`src/core/pio_ctl_pkg.sv`:
```
/*
  Constants for the port control-word programming block: control word codes,
  field positions, reset values and the return opcode bytes.
  Assumes a single 125 MHz clock and synchronous bus inputs.
*/
// What this block does
// - At most four devices on one priority chain without look-ahead logic.
// - Priority enable status is held constant while opcode-fetch strobe is active; the code still updates it at the first clock edge of the fetch.
// - Interrupt control without mask enables interrupts at first non-acknowledge fetch end.
// - With a mask, interrupts enable at the first non-acknowledge fetch end after the mask.
// - Low nibble all ones selects mode from bits 7:6; bits 5:4 ignored.
// - After bit-control mode is selected the next control word is the direction word.
// - Direction bit one makes the line an input, zero an output.
// - Control word with bit 0 low stores bits 7:1 as interrupt vector.
// - Low nibble 0111: bit7 enable, bit6 logic, bit5 polarity, bit4 mask follows.
// - When mask-follows is set the next control word is the mask.
// - Mask zero includes a line in the logic function, one excludes it.
// - Bit-control logic also evaluates unmasked output lines from the output register.
// - OR logic with active-high polarity requests when any monitored line is high.
// - A separate command sets or clears only the interrupt enable flip-flop; the code also clears a pending armed enable.
// - Port select and control/data select address four data and control locations.
// - After acknowledge priority enable out stays low until return decoded with enable in high.
// - Bit-control requests only on a false-to-true change of the logic result.
// - No new request is created while the opcode-fetch strobe is active.
package pio_ctl_pkg;
  localparam logic [3:0] MODE_NIBBLE   = 4'hF;
  localparam logic [3:0] ICW_NIBBLE    = 4'h7;
  localparam logic [3:0] IEN_NIBBLE    = 4'h3;
  localparam int         VEC_FLAG_BIT  = 0;
  localparam int         MODE_HI_BIT   = 7;
  localparam int         ICW_EN_BIT    = 7;
  localparam int         ICW_AND_BIT   = 6;
  localparam int         ICW_HIGH_BIT  = 5;
  localparam int         ICW_MASK_BIT  = 4;
  localparam logic [1:0] MODE_OUTPUT   = 2'h0;
  localparam logic [1:0] MODE_INPUT    = 2'h1;
  localparam logic [1:0] MODE_BIDIR    = 2'h2;
  localparam logic [1:0] MODE_BITCTL   = 2'h3;
  localparam logic [1:0] MODE_RESET    = 2'h1;
  localparam logic [7:0] DIR_RESET     = 8'hFF;
  localparam logic [7:0] MASK_RESET    = 8'hFF;
  localparam logic [7:0] BYTE_ZERO     = 8'h00;
  localparam logic [6:0] VEC_RESET     = 7'h00;
  localparam logic [7:0] RETURN_FROM_INTERRUPT_OPCODE_PREFIX   = 8'hED;
  localparam logic [7:0] RETURN_FROM_INTERRUPT_OPCODE_SECOND   = 8'h4D;
  localparam int         CHAIN_MAX     = 4;
  typedef enum logic [2:0] {
    WORD_ANY  = 3'b001,
    WORD_DIR  = 3'b010,
    WORD_MASK = 3'b100
  } expect_e;
endpackage : pio_ctl_pkg

```
`src/core/pio_port_ctl.sv`:
```
/*
  One port's control-word programming, bit-control interrupt logic and
  daisy-chain priority handling.
  Assumes bus strobes are synchronous to CLOCK and active low; the other
  port and any other chain members sit outside.
  Assumes the host holds each write for exactly one clock, sends the
  direction or mask word straight after the word that announces it, and
  reads a return opcode as two fetches in a row.
*/
`timescale 1ns/1ps
`default_nettype none
module pio_port_ctl #(
  parameter logic PORT_SEL_ID = 1'b0
) (
  // clock and reset
  input  wire logic       CLOCK,
  input  wire logic       ARST_N,
  // cpu bus
  input  wire logic       CE_N,
  input  wire logic       PORT_SEL,
  input  wire logic       CTRL_SEL,
  input  wire logic       IO_REQUEST_STROBE_N,
  input  wire logic       RD_N,
  input  wire logic       OPCODE_FETCH_STROBE_N,
  input  wire logic [7:0] DATA_IN,
  // vector readback
  output logic      [7:0] DATA_OUT,
  output logic            DATA_OE_N,
  // port lines
  input  wire logic [7:0] PORT_IN,
  output logic      [7:0] PORT_OUT,
  output logic      [7:0] PORT_DIR,
  output logic      [1:0] PORT_MODE,
  // interrupt chain
  input  wire logic       PRIORITY_ENABLE_IN,
  output logic            PRIORITY_ENABLE_OUT,
  output logic            INT_REQ_N,
  output logic            INT_ENABLED
);

  // bus decode
  wire sel_w      = !CE_N && !IO_REQUEST_STROBE_N && OPCODE_FETCH_STROBE_N && (PORT_SEL == PORT_SEL_ID);
  wire wr_w       = sel_w && RD_N;
  wire ctl_wr_w   = wr_w && CTRL_SEL;
  wire data_wr_w  = wr_w && !CTRL_SEL;
  wire fetch_w    = !OPCODE_FETCH_STROBE_N;
  wire ack_w      = fetch_w && !IO_REQUEST_STROBE_N;

  logic             fetch_r;
  logic             ack_seen_r;
  pio_ctl_pkg::expect_e expect_r;
  logic [1:0]       mode_r;
  logic [7:0]       dir_r;
  logic [7:0]       mask_r;
  logic [7:0]       out_r;
  logic [6:0]       vec_r;
  logic             ien_r;
  logic             arm_r;
  logic             and_r;
  logic             high_r;
  logic             logic_r;
  logic             pend_r;
  logic             serv_r;
  logic             ed_r;
  logic             ieo_r;
  logic             fetch_end_w;
  logic             oe_r;
  logic             aux_r;

  // control word classification
  wire is_dir_w   = ctl_wr_w && expect_r == pio_ctl_pkg::WORD_DIR;
  wire is_mask_w  = ctl_wr_w && expect_r == pio_ctl_pkg::WORD_MASK;
  wire plain_w    = ctl_wr_w && expect_r == pio_ctl_pkg::WORD_ANY;
  wire is_vec_w   = plain_w && !DATA_IN[pio_ctl_pkg::VEC_FLAG_BIT];
  wire is_mode_w  = plain_w && DATA_IN[3:0] == pio_ctl_pkg::MODE_NIBBLE;
  wire is_icw_w   = plain_w && DATA_IN[3:0] == pio_ctl_pkg::ICW_NIBBLE;
  wire is_ien_w   = plain_w && DATA_IN[3:0] == pio_ctl_pkg::IEN_NIBBLE;
  wire [1:0] new_mode_w = DATA_IN[pio_ctl_pkg::MODE_HI_BIT -: 2];

  // bit-control logic function over input pins and output register
  wire [7:0] line_w   = (PORT_IN & dir_r) | (out_r & ~dir_r);
  wire [7:0] act_w    = high_r ? line_w : ~line_w;
  wire       or_w     = |(act_w & ~mask_r);
  wire       and_w    = (mask_r != 8'hFF) && &(act_w | mask_r);
  wire       result_w = (mode_r == pio_ctl_pkg::MODE_BITCTL) && (and_r ? and_w : or_w);
  wire       rise_w   = result_w && !logic_r && !fetch_w;
  assign fetch_end_w  = fetch_r && !fetch_w;

  // expected next control word
  always_ff @(posedge CLOCK or negedge ARST_N) begin
    if (!ARST_N) begin
      expect_r <= pio_ctl_pkg::WORD_ANY;
    end else if (is_mode_w && new_mode_w == pio_ctl_pkg::MODE_BITCTL) begin
      expect_r <= pio_ctl_pkg::WORD_DIR;
    end else if (is_icw_w && DATA_IN[pio_ctl_pkg::ICW_MASK_BIT]) begin
      expect_r <= pio_ctl_pkg::WORD_MASK;
    end else if (is_dir_w || is_mask_w) begin
      expect_r <= pio_ctl_pkg::WORD_ANY;
    end
  end

  // mode, direction, mask, vector and output data
  always_ff @(posedge CLOCK or negedge ARST_N) begin
    if (!ARST_N) begin
      mode_r <= pio_ctl_pkg::MODE_RESET;
      dir_r  <= pio_ctl_pkg::DIR_RESET;
      mask_r <= pio_ctl_pkg::MASK_RESET;
      out_r  <= pio_ctl_pkg::BYTE_ZERO;
      vec_r  <= pio_ctl_pkg::VEC_RESET;
      and_r  <= 1'b0;
      high_r <= 1'b0;
    end else begin
      if (is_mode_w) mode_r <= new_mode_w;
      if (is_dir_w) dir_r <= DATA_IN;
      if (is_mask_w) mask_r <= DATA_IN;
      if (data_wr_w) out_r <= DATA_IN;
      if (is_vec_w) vec_r <= DATA_IN[7:1];
      if (is_icw_w) begin
        and_r  <= DATA_IN[pio_ctl_pkg::ICW_AND_BIT];
        high_r <= DATA_IN[pio_ctl_pkg::ICW_HIGH_BIT];
      end
    end
  end

  // interrupt enable: armed by a write, taken at the end of a fetch strobe
  always_ff @(posedge CLOCK or negedge ARST_N) begin
    if (!ARST_N) begin
      ien_r      <= 1'b0;
      arm_r      <= 1'b0;
      aux_r      <= 1'b0;
      fetch_r    <= 1'b0;
      ack_seen_r <= 1'b0;
    end else begin
      fetch_r <= fetch_w;
      if (fetch_end_w) ack_seen_r <= 1'b0;
      else if (ack_w) ack_seen_r <= 1'b1;
      if (is_icw_w) begin
        ien_r <= 1'b0;
        aux_r <= DATA_IN[pio_ctl_pkg::ICW_EN_BIT];
        arm_r <= !DATA_IN[pio_ctl_pkg::ICW_MASK_BIT];
      end else if (is_mask_w) begin
        arm_r <= 1'b1;
      end else if (is_ien_w) begin
        ien_r <= DATA_IN[pio_ctl_pkg::ICW_EN_BIT];
        arm_r <= 1'b0;
      end else if (fetch_end_w && arm_r && !ack_seen_r) begin
        ien_r <= aux_r;
        arm_r <= 1'b0;
      end
    end
  end

  // acknowledge that picks this port, and the second byte of a return opcode
  // ed_cur_r gathers the prefix within one fetch; ed_r carries it into the next
  logic             ed_cur_r;
  wire ack_hit_w  = ack_w && pend_r && PRIORITY_ENABLE_IN;
  wire return_from_interrupt_opcode_w     = fetch_w && IO_REQUEST_STROBE_N && !RD_N && ed_r && PRIORITY_ENABLE_IN
                    && DATA_IN == pio_ctl_pkg::RETURN_FROM_INTERRUPT_OPCODE_SECOND;

  // logic result is sampled only outside a fetch
  always_ff @(posedge CLOCK or negedge ARST_N) begin
    if (!ARST_N) begin
      logic_r <= 1'b0;
    end else if (!fetch_w) begin
      logic_r <= result_w;
    end
  end

  // pending request: set on a false-to-true change, cleared by our acknowledge
  always_ff @(posedge CLOCK or negedge ARST_N) begin
    if (!ARST_N) begin
      pend_r <= 1'b0;
    end else if (ack_hit_w) begin
      pend_r <= 1'b0;
    end else if (rise_w && ien_r) begin
      pend_r <= 1'b1;
    end
  end

  // under service from our acknowledge until the return opcode
  always_ff @(posedge CLOCK or negedge ARST_N) begin
    if (!ARST_N) begin
      serv_r <= 1'b0;
    end else if (ack_hit_w) begin
      serv_r <= 1'b1;
    end else if (return_from_interrupt_opcode_w) begin
      serv_r <= 1'b0;
    end
  end

  // return prefix: a flag cleared at each fetch end would never reach the second byte
  always_ff @(posedge CLOCK or negedge ARST_N) begin
    if (!ARST_N) begin
      ed_r     <= 1'b0;
      ed_cur_r <= 1'b0;
    end else if (fetch_end_w) begin
      ed_r     <= ed_cur_r;
      ed_cur_r <= 1'b0;
    end else if (fetch_w && !RD_N && DATA_IN == pio_ctl_pkg::RETURN_FROM_INTERRUPT_OPCODE_PREFIX) begin
      ed_cur_r <= 1'b1;
    end
  end

  // chain output, updated only outside a fetch or in its first cycle
  always_ff @(posedge CLOCK or negedge ARST_N) begin
    if (!ARST_N) begin
      ieo_r <= 1'b1;
    end else if (!fetch_w || !fetch_r) begin
      ieo_r <= PRIORITY_ENABLE_IN && !serv_r && !(pend_r && !ed_r);
    end
  end

  // vector drive for one cycle after our acknowledge
  always_ff @(posedge CLOCK or negedge ARST_N) begin
    if (!ARST_N) begin
      oe_r <= 1'b0;
    end else begin
      oe_r <= ack_hit_w;
    end
  end

  // outputs straight from flops
  assign DATA_OUT            = {vec_r, 1'b0};
  assign DATA_OE_N           = !oe_r;
  assign PORT_OUT            = out_r;
  assign PORT_DIR            = dir_r;
  assign PORT_MODE           = mode_r;
  assign PRIORITY_ENABLE_OUT = ieo_r;
  assign INT_REQ_N           = !pend_r;
  assign INT_ENABLED         = ien_r;

  // enable becomes set only at a fetch strobe end or direct command
  ien_rise_a: assert property (@(posedge CLOCK) disable iff (!ARST_N)
    $rose(ien_r) |-> $past(fetch_end_w) || $past(is_ien_w)) else $error("enable rose off a fetch end");

  // no enable at an acknowledge fetch end
  ack_noen_a: assert property (@(posedge CLOCK) disable iff (!ARST_N)
    fetch_end_w && ack_seen_r && !is_ien_w && !is_icw_w |=> $stable(ien_r)) else $error("enable on acknowledge");

  // mask write arms the enable
  mask_arm_a: assert property (@(posedge CLOCK) disable iff (!ARST_N)
    is_mask_w |=> arm_r) else $error("mask did not arm");

  // bit-control selection expects the direction word
  dir_next_a: assert property (@(posedge CLOCK) disable iff (!ARST_N)
    is_mode_w && new_mode_w == pio_ctl_pkg::MODE_BITCTL |=> expect_r == pio_ctl_pkg::WORD_DIR) else $error("no dir");

  // direction word is taken verbatim
  dir_load_a: assert property (@(posedge CLOCK) disable iff (!ARST_N)
    is_dir_w |=> PORT_DIR == $past(DATA_IN)) else $error("direction not loaded");

  // vector keeps bits 7:1
  vec_load_a: assert property (@(posedge CLOCK) disable iff (!ARST_N)
    is_vec_w |=> DATA_OUT[7:1] == $past(DATA_IN[7:1])) else $error("vector not loaded");

  // no request raised during fetch strobe
  fetch_noreq_a: assert property (@(posedge CLOCK) disable iff (!ARST_N)
    fetch_w && !ack_w |=> !$fell(INT_REQ_N)) else $error("request during fetch");

  // chain output frozen through a fetch
  chain_hold_a: assert property (@(posedge CLOCK) disable iff (!ARST_N)
    fetch_r && fetch_w |=> $stable(ieo_r)) else $error("chain moved in fetch");

  // enable command changes only the enable and arm flops
  ien_cmd_a: assert property (@(posedge CLOCK) disable iff (!ARST_N)
    is_ien_w |=> ien_r == $past(DATA_IN[7]) && $stable(and_r) && $stable(high_r)) else $error("bad cmd");

  // a port under service blocks the chain
  serv_hold_a: assert property (@(posedge CLOCK) disable iff (!ARST_N)
    serv_r && !fetch_w |=> !PRIORITY_ENABLE_OUT) else $error("chain open in service");

  // mask word is taken verbatim
  mask_load_a: assert property (@(posedge CLOCK) disable iff (!ARST_N)
    is_mask_w |=> mask_r == $past(DATA_IN)) else $error("mask not loaded");

  // mode word loads bits 7:6
  mode_load_a: assert property (@(posedge CLOCK) disable iff (!ARST_N)
    is_mode_w |=> PORT_MODE == $past(new_mode_w)) else $error("mode not loaded");

  // other modes leave the word decode free
  mode_any_a: assert property (@(posedge CLOCK) disable iff (!ARST_N)
    is_mode_w && new_mode_w != pio_ctl_pkg::MODE_BITCTL |=> expect_r == pio_ctl_pkg::WORD_ANY) else $error("mode stuck");

  // mask-follows bit expects the mask word
  mask_next_a: assert property (@(posedge CLOCK) disable iff (!ARST_N)
    is_icw_w && DATA_IN[pio_ctl_pkg::ICW_MASK_BIT] |=> expect_r == pio_ctl_pkg::WORD_MASK) else $error("no mask");

  // direction or mask word ends the sequence
  dir_done_a: assert property (@(posedge CLOCK) disable iff (!ARST_N)
    is_dir_w || is_mask_w |=> expect_r == pio_ctl_pkg::WORD_ANY) else $error("sequence stuck");

  // logic and polarity fields follow the control word
  icw_fields_a: assert property (@(posedge CLOCK) disable iff (!ARST_N)
    is_icw_w |=> and_r == $past(DATA_IN[6]) && high_r == $past(DATA_IN[5])) else $error("fields not loaded");

  // an enabled rise raises the request
  rise_req_a: assert property (@(posedge CLOCK) disable iff (!ARST_N)
    rise_w && ien_r |=> !INT_REQ_N) else $error("rise missed");

  // nothing but an enabled rise raises the request
  level_noreq_a: assert property (@(posedge CLOCK) disable iff (!ARST_N)
    !(rise_w && ien_r) && INT_REQ_N |=> INT_REQ_N) else $error("request without rise");

  // a request stands until acknowledged
  req_stand_a: assert property (@(posedge CLOCK) disable iff (!ARST_N)
    !INT_REQ_N && !ack_hit_w |=> !INT_REQ_N) else $error("request dropped");

  // our acknowledge drives the vector
  vec_drive_a: assert property (@(posedge CLOCK) disable iff (!ARST_N)
    ack_hit_w |=> !DATA_OE_N) else $error("vector not driven");

  // the vector is driven for one cycle only
  oe_once_a: assert property (@(posedge CLOCK) disable iff (!ARST_N)
    !DATA_OE_N |=> DATA_OE_N) else $error("vector held");

  // our acknowledge starts service and drops the request
  ack_serv_a: assert property (@(posedge CLOCK) disable iff (!ARST_N)
    ack_hit_w |=> serv_r && INT_REQ_N) else $error("ack not served");

  // return opcode ends service
  return_from_interrupt_opcode_clear_a: assert property (@(posedge CLOCK) disable iff (!ARST_N)
    return_from_interrupt_opcode_w |=> !serv_r) else $error("return missed");

  // a fetched prefix is carried into the next fetch
  ed_carry_a: assert property (@(posedge CLOCK) disable iff (!ARST_N)
    fetch_end_w |=> ed_r == $past(ed_cur_r)) else $error("prefix lost");

  // data write loads the output register
  out_load_a: assert property (@(posedge CLOCK) disable iff (!ARST_N)
    data_wr_w |=> PORT_OUT == $past(DATA_IN)) else $error("output not loaded");

  // a blocked chain input blocks the output
  chain_block_a: assert property (@(posedge CLOCK) disable iff (!ARST_N)
    !PRIORITY_ENABLE_IN && !fetch_w |=> !PRIORITY_ENABLE_OUT) else $error("chain not blocked");

  // armed fetch end takes the stored enable
  arm_en_a: assert property (@(posedge CLOCK) disable iff (!ARST_N)
    fetch_end_w && arm_r && !ack_seen_r && !ctl_wr_w |=> ien_r == $past(aux_r)) else $error("enable not taken");

  // enable command leaves the other settings alone
  ien_keep_a: assert property (@(posedge CLOCK) disable iff (!ARST_N)
    is_ien_w |=> $stable(mask_r) && $stable(mode_r) && $stable(dir_r)) else $error("cmd touched setup");

endmodule : pio_port_ctl
`default_nettype wire

```
`config.mk`:
```
export PLATFORM = sky130hd
export DESIGN_NAME = pio_port_ctl
export DESIGN_NICKNAME = d
export VERILOG_FILES = /design/src/core/pio_ctl_pkg.sv /design/src/core/pio_port_ctl.sv
export SDC_FILE = /design/constraint.sdc
export NUM_CORES = 1
export LEC_CHECK = 0
export BUFFER_PORTS_ARGS = -buffer_cell sky130_fd_sc_hd__buf_4
export CELL_PAD_IN_SITES_DETAIL_PLACEMENT = 1
export CELL_PAD_IN_SITES_GLOBAL_PLACEMENT = 1
export CORE_MARGIN = 4
export CORE_UTILIZATION = 38
export CTS_BUF_LIST = sky130_fd_sc_hd__clkbuf_4 sky130_fd_sc_hd__clkbuf_8 sky130_fd_sc_hd__clkbuf_16
export DETAILED_ROUTE_END_ITERATION = 10
export HOLD_SLACK_MARGIN = 0.15
export PLACE_DENSITY = 0.72
export SYNTH_ARGS = -nofsm -noshare
export SYNTH_HDL_FRONTEND = slang
export SYNTH_SLANG_ARGS = --single-unit
```
`constraint.sdc`:
```
create_clock -name CLOCK -period 1.78 [get_ports CLOCK]
set_input_delay 0.178 -clock CLOCK [delete_from_list [all_inputs] [get_ports CLOCK]]
set_output_delay 0.178 -clock CLOCK [all_outputs]
set_load 0.05 [all_outputs]
```
==> results.sh, run 1 <==
export IMPL_synth_cell_types=45
export IMPL_endpoint_kind="flip-flop"
export IMPL_cpPeakStageDelay_ns=0.58
export IMPL_crit_path_frequent_cell="a221o_1"
export IMPL_fin_worst_skew_ns=0.00880
export IMPL_synth_edf_count=0
export IMPL_cts_tree="built"
export IMPL_clock_path_buffers=2
export IMPL_viasPerCell=5.33
export IMPL_wl_per_cell_um=17.6
export IMPL_p_leak_nw=1.55
export IMPL_clk_latency_ns=0.31
export IMPL_cts_max_level=2
export IMPL_power_mw=2.57
export IMPL_ant_nets=0
export IMPL_avgSynthCellArea_um2=11.8
export IMPL_ys_seq_area_share_pct=52.3
export IMPL_setup_ws_ns=-0.0231
export IMPL_ys_ff_latch=50
export IMPL_synth_top_area_share_pct=31.8
export IMPL_wl_um=6450
export IMPL_final_cell_mix="buf_4 (71), dfrtp_1 (31), mux2_2 (29)"
export IMPL_track_usage_pct=18.2
export IMPL_drive_above_1_share_pct=51.0
export IMPL_yosys_top_cells_area="dfrtp_1 (32%), dfstp_2 (20%), mux2_2 (13%)"
export IMPL_critPathSlowestCell="dfstp_2"
export IMPL_status="complete, but fails checks"
export IMPL_async_flop_share_pct=100
export IMPL_relSlewSlack_pct=58.7
export IMPL_drtPass1Iterations=5
export IMPL_io_pins=55
export IMPL_dp_cells=346
export IMPL_diodes=0
export IMPL_dieArea_um2=7760
export IMPL_setup_viol=2
export IMPL_cts_reportedPaths_clkPinSlew_ns=0.10
export IMPL_cts_sinks=50
export IMPL_synthSimpleGateAreaFrac_pct=12.8
export IMPL_cp_max_fo=4
export IMPL_netlist_instances=207
export IMPL_grt_pass1_wl_um=10600
export IMPL_crit_path_start_kind="flip-flop"
export IMPL_die_y_um=88.1
export IMPL_irDropWorstVdd_mv=0.497
export IMPL_cp_num_buf_inv=0
export IMPL_cap_violations=0
export IMPL_final_area_um2=3340
export IMPL_final_common_cell="buf_4"
export IMPL_synth_top_family_by_area="multiplexers"
export IMPL_synth_flop_cell="dfrtp_1"
export IMPL_pre_cts_slack_ns=-0.00228
export IMPL_start_util_pct=40.2
export IMPL_hold_path_class="primary input to flip-flop"
export IMPL_gp_congestion=0.767
export IMPL_drt_iter0_drc=96
export IMPL_cts_buffers=5
export IMPL_grt_overflow=0
export IMPL_required_ns=1.96
export IMPL_grt_pass1_vias=2083
export IMPL_core_rowCount=28
export IMPL_hold_viol_final=0
export IMPL_vias=1955
export IMPL_min_period_ns=1.80
export IMPL_instances_no_fill=367
export IMPL_port_buffers=53
export IMPL_finalHoldWorstSlack_ns=0.211
export IMPL_final_nets=316
export IMPL_yosysWarnings=0
export IMPL_path_cells="mux2i_4, a221o_1, a221o_1, o31ai_1, o22ai_1"
export IMPL_synth_compound_area_share_pct=11.4
export IMPL_area_delta_synth_final_pct=37.2
export IMPL_design_core_area_um2=6060
export IMPL_synthXorXnorAreaFrac_pct=1.80
export IMPL_synthMuxAreaShare_pct=17.1
export IMPL_clock_root_buffer="clkbuf_8"
export IMPL_fin_crit_sh_pct=101
export IMPL_drcViolationCount=0
export IMPL_violations="negative setup slack"
export IMPL_dieWidth_um=88.1
export IMPL_rsz0062_at_grt="yes"
export IMPL_drv_slew=0
export IMPL_grt_start_max_net_pins=51
export IMPL_place_hpwl_um=4710
export IMPL_tightest_slew_ns=0.620
export IMPL_post_dp_cell_area_um2=3070
export IMPL_utilization_pct=55.1
export IMPL_max_freq_mhz=555
export IMPL_critPathArrivalTime_ns=1.99
export IMPL_grt_antenna_before_repair=0
export IMPL_crit_family="compound AO/OA/AOI/OAI gates"
export IMPL_syn_nets=232
export IMPL_tns_ns=-0.0350
export IMPL_powerDensity_nw_per_um2=770
export IMPL_criticalPathCategory="flip-flop to flip-flop"
export IMPL_post_synth_top_area_cell="dfrtp_1"
export IMPL_netlist_area_um2=2440
export IMPL_synth_adder_area_share_pct=0
-- repair_timing --
| action | in CTS | in global routing |
|---|---|---|
| hold buffers | 11 | 0 |
| setup endpoints to repair | 2 | 5 |
| gates resized for setup | 2 | 6 |
| hold endpoints to repair | 42 | 0 |
| pin swaps | 1 | 2 |
| setup buffers | 0 | 2 |
-- cell type report --
class,instances,area (um2)
Timing Repair Buffer,84,683
Inverter,20,75.1
Tap cell,75,93.8
Fill cell,649,2720
Clock inverter,3,25.0
Sequential cell,50,1270
Multi-Input combinational cell,130,1120
Clock buffer,5,68.8
-- worst min-delay path, stage by stage --
cell and delay (ns):
buf_4 0.11, nor4b_1 0.05, buf_4 0.14
-- final timing paths --
kind	slack, ns	to	from	depth (start not counted)
worst max-delay path	-0.02	pend_r	PORT_DIR[2]	5
worst min-delay path	0.21	oe_r	IO_REQUEST_STROBE_N	3
worst max register to register	-0.02	pend_r	PORT_DIR[2]	5
worst min register to register	0.49	PRIORITY_ENABLE_OUT	PRIORITY_ENABLE_OUT	2
max in group asynchronous	0.94	fetch_r	ARST_N	2
min in group asynchronous	0.42	vec_r[6]	ARST_N	2
-- Yosys cell counts, types with 2 or more instances --
cell / instances
nor2_1: 5
a221o_1: 2
dfstp_2: 19
nor3b_2: 2
nor3_1: 5
nand3_1: 8
dfrtp_1: 31
nor3b_1: 2
nor2b_1: 2
a21oi_1: 4
nand2_1: 12
clkbuf_1: 4
o21ai_0: 14
mux2i_1: 9
nor4_2: 2
buf_2: 2
inv_1: 20
o221ai_1: 4
a22o_1: 2
mux2_2: 29
xnor2_1: 5
-- sequential cells by signal, summed over array words and instances, names as in the netlist, 2 cells and up --
name	cells
PORT_DIR	8
PORT_OUT	8
mask_r	8
vec_r	7
expect_r	3
PORT_MODE	2
-- power breakdown --
group / leakage [nW] / internal (mW) / total (mW) / switching, mW
clock: 0.0447 / 0.284 / 0.685 / 0.400
sequential: 0.599 / 1.21 / 1.26 / 0.0560
combinational: 0.908 / 0.252 / 0.625 / 0.373
-- metal layers --
metal / vias up / part of all wire (%) / track usage (%)
li1: 921 / - / -
met1: 975 / 44 / 24.1
met2: 49 / 49 / 29.7
met3: 10 / 5.2 / 3.76
met4: 0 / 1.7 / 6.18
met5: - / 0 / 0
-- cells by family (layout without fill, tap and decap cells) --
family,Yosys count,in the layout
other cells,1,1
buf+inv,27,112
compound gates,39,39
mux,38,38
xor+xnor,5,5
simple gates,47,47
flops,50,50
No activity file was read; power rests on OpenSTA's default activity.
==> run 2: changes to the inputs <==
Settings changed: ABC_AREA from default to 1, CORE_UTILIZATION 38 to 35, REMOVE_ABC_BUFFERS from default to 1.
==> results.sh, run 2 <==
export IMPL_ant_nets=0
export IMPL_criticalPathCategory="primary input to flip-flop"
export IMPL_avgSynthCellArea_um2=7.71
export IMPL_synth_edf_count=0
export IMPL_cts_sinks=50
export IMPL_async_flop_share_pct=100
export IMPL_synth_compound_area_share_pct=11.6
export IMPL_diodes=0
export IMPL_track_usage_pct=18.9
export IMPL_netlist_instances=320
export IMPL_setup_viol=0
export IMPL_port_buffers=53
export IMPL_synth_most_common_cell="nand2_1"
export IMPL_synth_top_cells_by_count="nand2_1 (113), inv_1 (45), o21ai_0 (35)"
export IMPL_place_hpwl_um=5390
export IMPL_yosysWarnings=0
export IMPL_grt_overflow=0
export IMPL_cts_reportedPaths_clkPinSlew_ns=0.09
export IMPL_clock_root_buffer="clkbuf_8"
export IMPL_clock_path_buffers=2
export IMPL_ys_seq_area_share_pct=51.6
export IMPL_synthMuxAreaShare_pct=0
export IMPL_irDropWorstVdd_mv=0.302
export IMPL_post_synth_top_area_cell="dfrtp_1"
export IMPL_cts_tree="built"
export IMPL_drive_above_1_share_pct=25.1
export IMPL_fin_worst_skew_ns=0.00810
export IMPL_drcViolationCount=0
export IMPL_hold_path_class="primary input to flip-flop"
export IMPL_synth_flop_cell="dfrtp_1"
export IMPL_viasPerCell=4.75
export IMPL_utilization_pct=47.7
export IMPL_final_cell_mix="nand2_1 (110), buf_4 (62), inv_1 (45)"
export IMPL_p_leak_nw=1.66
export IMPL_drv_slew=0
export IMPL_synth_cell_types=27
export IMPL_powerDensity_nw_per_um2=746
export IMPL_grt_start_max_net_pins=51
export IMPL_vias=2330
export IMPL_wl_per_cell_um=15.1
export IMPL_cts_buffers=5
export IMPL_cap_violations=0
export IMPL_ys_ff_latch=50
export IMPL_synth_top_family_by_area="simple AND/OR/NAND/NOR gates"
export IMPL_final_nets=419
export IMPL_grt_antenna_before_repair=0
export IMPL_dieArea_um2=8460
export IMPL_final_common_cell="nand2_1"
export IMPL_hold_viol_final=0
export IMPL_drt_iter0_drc=95
export IMPL_cp_max_fo=5
export IMPL_critPathArrivalTime_ns=1.86
export IMPL_grt_pass1_wl_um=12600
export IMPL_synth_adder_area_share_pct=0
export IMPL_max_freq_mhz=603
export IMPL_relSlewSlack_pct=57.3
export IMPL_pre_cts_slack_ns=0.125
export IMPL_cts_max_level=2
export IMPL_crit_path_start_kind="primary input"
export IMPL_status="complete, no violations"
export IMPL_power_mw=2.43
export IMPL_setup_ws_ns=0.120
export IMPL_endpoint_kind="flip-flop"
export IMPL_start_util_pct=36.1
export IMPL_clk_latency_ns=0.30
export IMPL_synthSimpleGateAreaFrac_pct=28.4
export IMPL_io_pins=55
export IMPL_synth_top_area_share_pct=31.4
export IMPL_fin_crit_sh_pct=93.2
export IMPL_yosys_top_cells_area="dfrtp_1 (31%), dfstp_2 (20%), nand2_1 (17%)"
export IMPL_tightest_slew_ns=0.641
export IMPL_drtPass1Iterations=4
export IMPL_grt_pass1_vias=2516
export IMPL_wl_um=7430
export IMPL_netlist_area_um2=2470
export IMPL_core_rowCount=30
export IMPL_dieWidth_um=92.0
export IMPL_design_core_area_um2=6830
export IMPL_die_y_um=92.0
export IMPL_area_delta_synth_final_pct=32.0
export IMPL_synthXorXnorAreaFrac_pct=0
export IMPL_gp_congestion=0.781
export IMPL_min_period_ns=1.66
export IMPL_required_ns=1.98
run 2: cell types whose count changed after synthesis, moves of 3 or more:
cell / before / now
o221ai_1: 4 / 0
clkbuf_1: 4 / 1
nand2_1: 12 / 113
nand3_1: 8 / 24
nand4_1: 1 / 4
o21ai_0: 14 / 35
o21a_1: 0 / 7
mux2_2: 29 / 0
nor2_1: 5 / 16
inv_1: 20 / 45
mux2i_1: 9 / 0
xnor2_1: 5 / 0
run 2: final cells by class:
| type | instances | area [um2] |
|---|---|---|
| clock buffer | 7 | 90.1 |
| clock inverter | 1 | 5.00 |
| multi-input combinational | 219 | 1020 |
| fill | 885 | 3570 |
| inverter | 45 | 169 |
| sequential | 50 | 1270 |
| tap | 96 | 120 |
| timing repair buffer | 73 | 576 |
run 2: kinds of logic (layout without fill, tap and decap cells):
logic type / after synthesis / in the layout
simple gates: 167 / 167
compound gates: 51 / 51
buf+inv: 51 / 126
flops: 50 / 50
other cells: 1 / 1
run 2: power breakdown:
group / leakage (nW) / internal [mW] / total, mW / switching [mW]
Combinational: 1.00 / 0.160 / 0.498 / 0.338
Sequential: 0.603 / 1.19 / 1.23 / 0.0437
Clock: 0.0517 / 0.330 / 0.700 / 0.371
run 2: worst paths after layout:
kind                                  startpoint                  end  slack, ns  cells after the start
max in group asynchronous                 ARST_N             vec_r[2]       0.92                      2
hold / removal               IO_REQUEST_STROBE_N           ack_seen_r       0.20                      4
hold reg to reg                           serv_r  PRIORITY_ENABLE_OUT       0.47                      1
setup reg to reg                     PORT_DIR[2]               pend_r       0.22                     12
min in group asynchronous                 ARST_N          PORT_OUT[0]       0.42                      2
setup / recovery           OPCODE_FETCH_STROBE_N          INT_ENABLED       0.12                     11
run 2: routing by layer:
metal  track usage (%)  share of wire (%)  up-vias
li1                  -                  -     1159
met1              24.8                 46     1130
met2              32.4                 50       33
met3              2.87                2.5        8
met4              4.95                1.4        0
met5                 0                  0        -
run 2: critical path, cell delays in order:
cell and delay [ns]:
dlygate4sd3_1 0.53, buf_4 0.13, nand3b_1 0.14, nor3_4 0.25
nand2_2 0.11, inv_1 0.10, nand2_1 0.09, o211ai_1 0.11
nand2_1 0.11, nand2_1 0.07, o21ai_1 0.06
run 2: what timing repair did:
| item | 4_1_cts | 5_1_grt |
|---|---|---|
| hold buffers | 11 | 0 |
| resized for setup | 0 | 8 |
| endpoints found under the hold margin | 43 | 0 |
| setup endpoints to repair | 0 | 10 |
| setup buffers | 0 | 2 |
run 2: stage by stage:
| step | cells | setup TNS [ns] | instance area, um2 | hold slack (ns) |
|---|---|---|---|---|
| 5_1_grt | 491 | -0.0108 | 3260 | 0.237 |
| 3_5_place_dp | 470 | 0 | 3010 | 0.247 |
| 3_3_place_gp | 470 | 0 | 3010 | 0.247 |
| 6_report | 491 | 0 | 3260 | 0.197 |
| 2_1_floorplan | 314 | 0 | 2430 | -0.118 |
| 4_1_cts | 489 | 0 | 3210 | 0.195 |
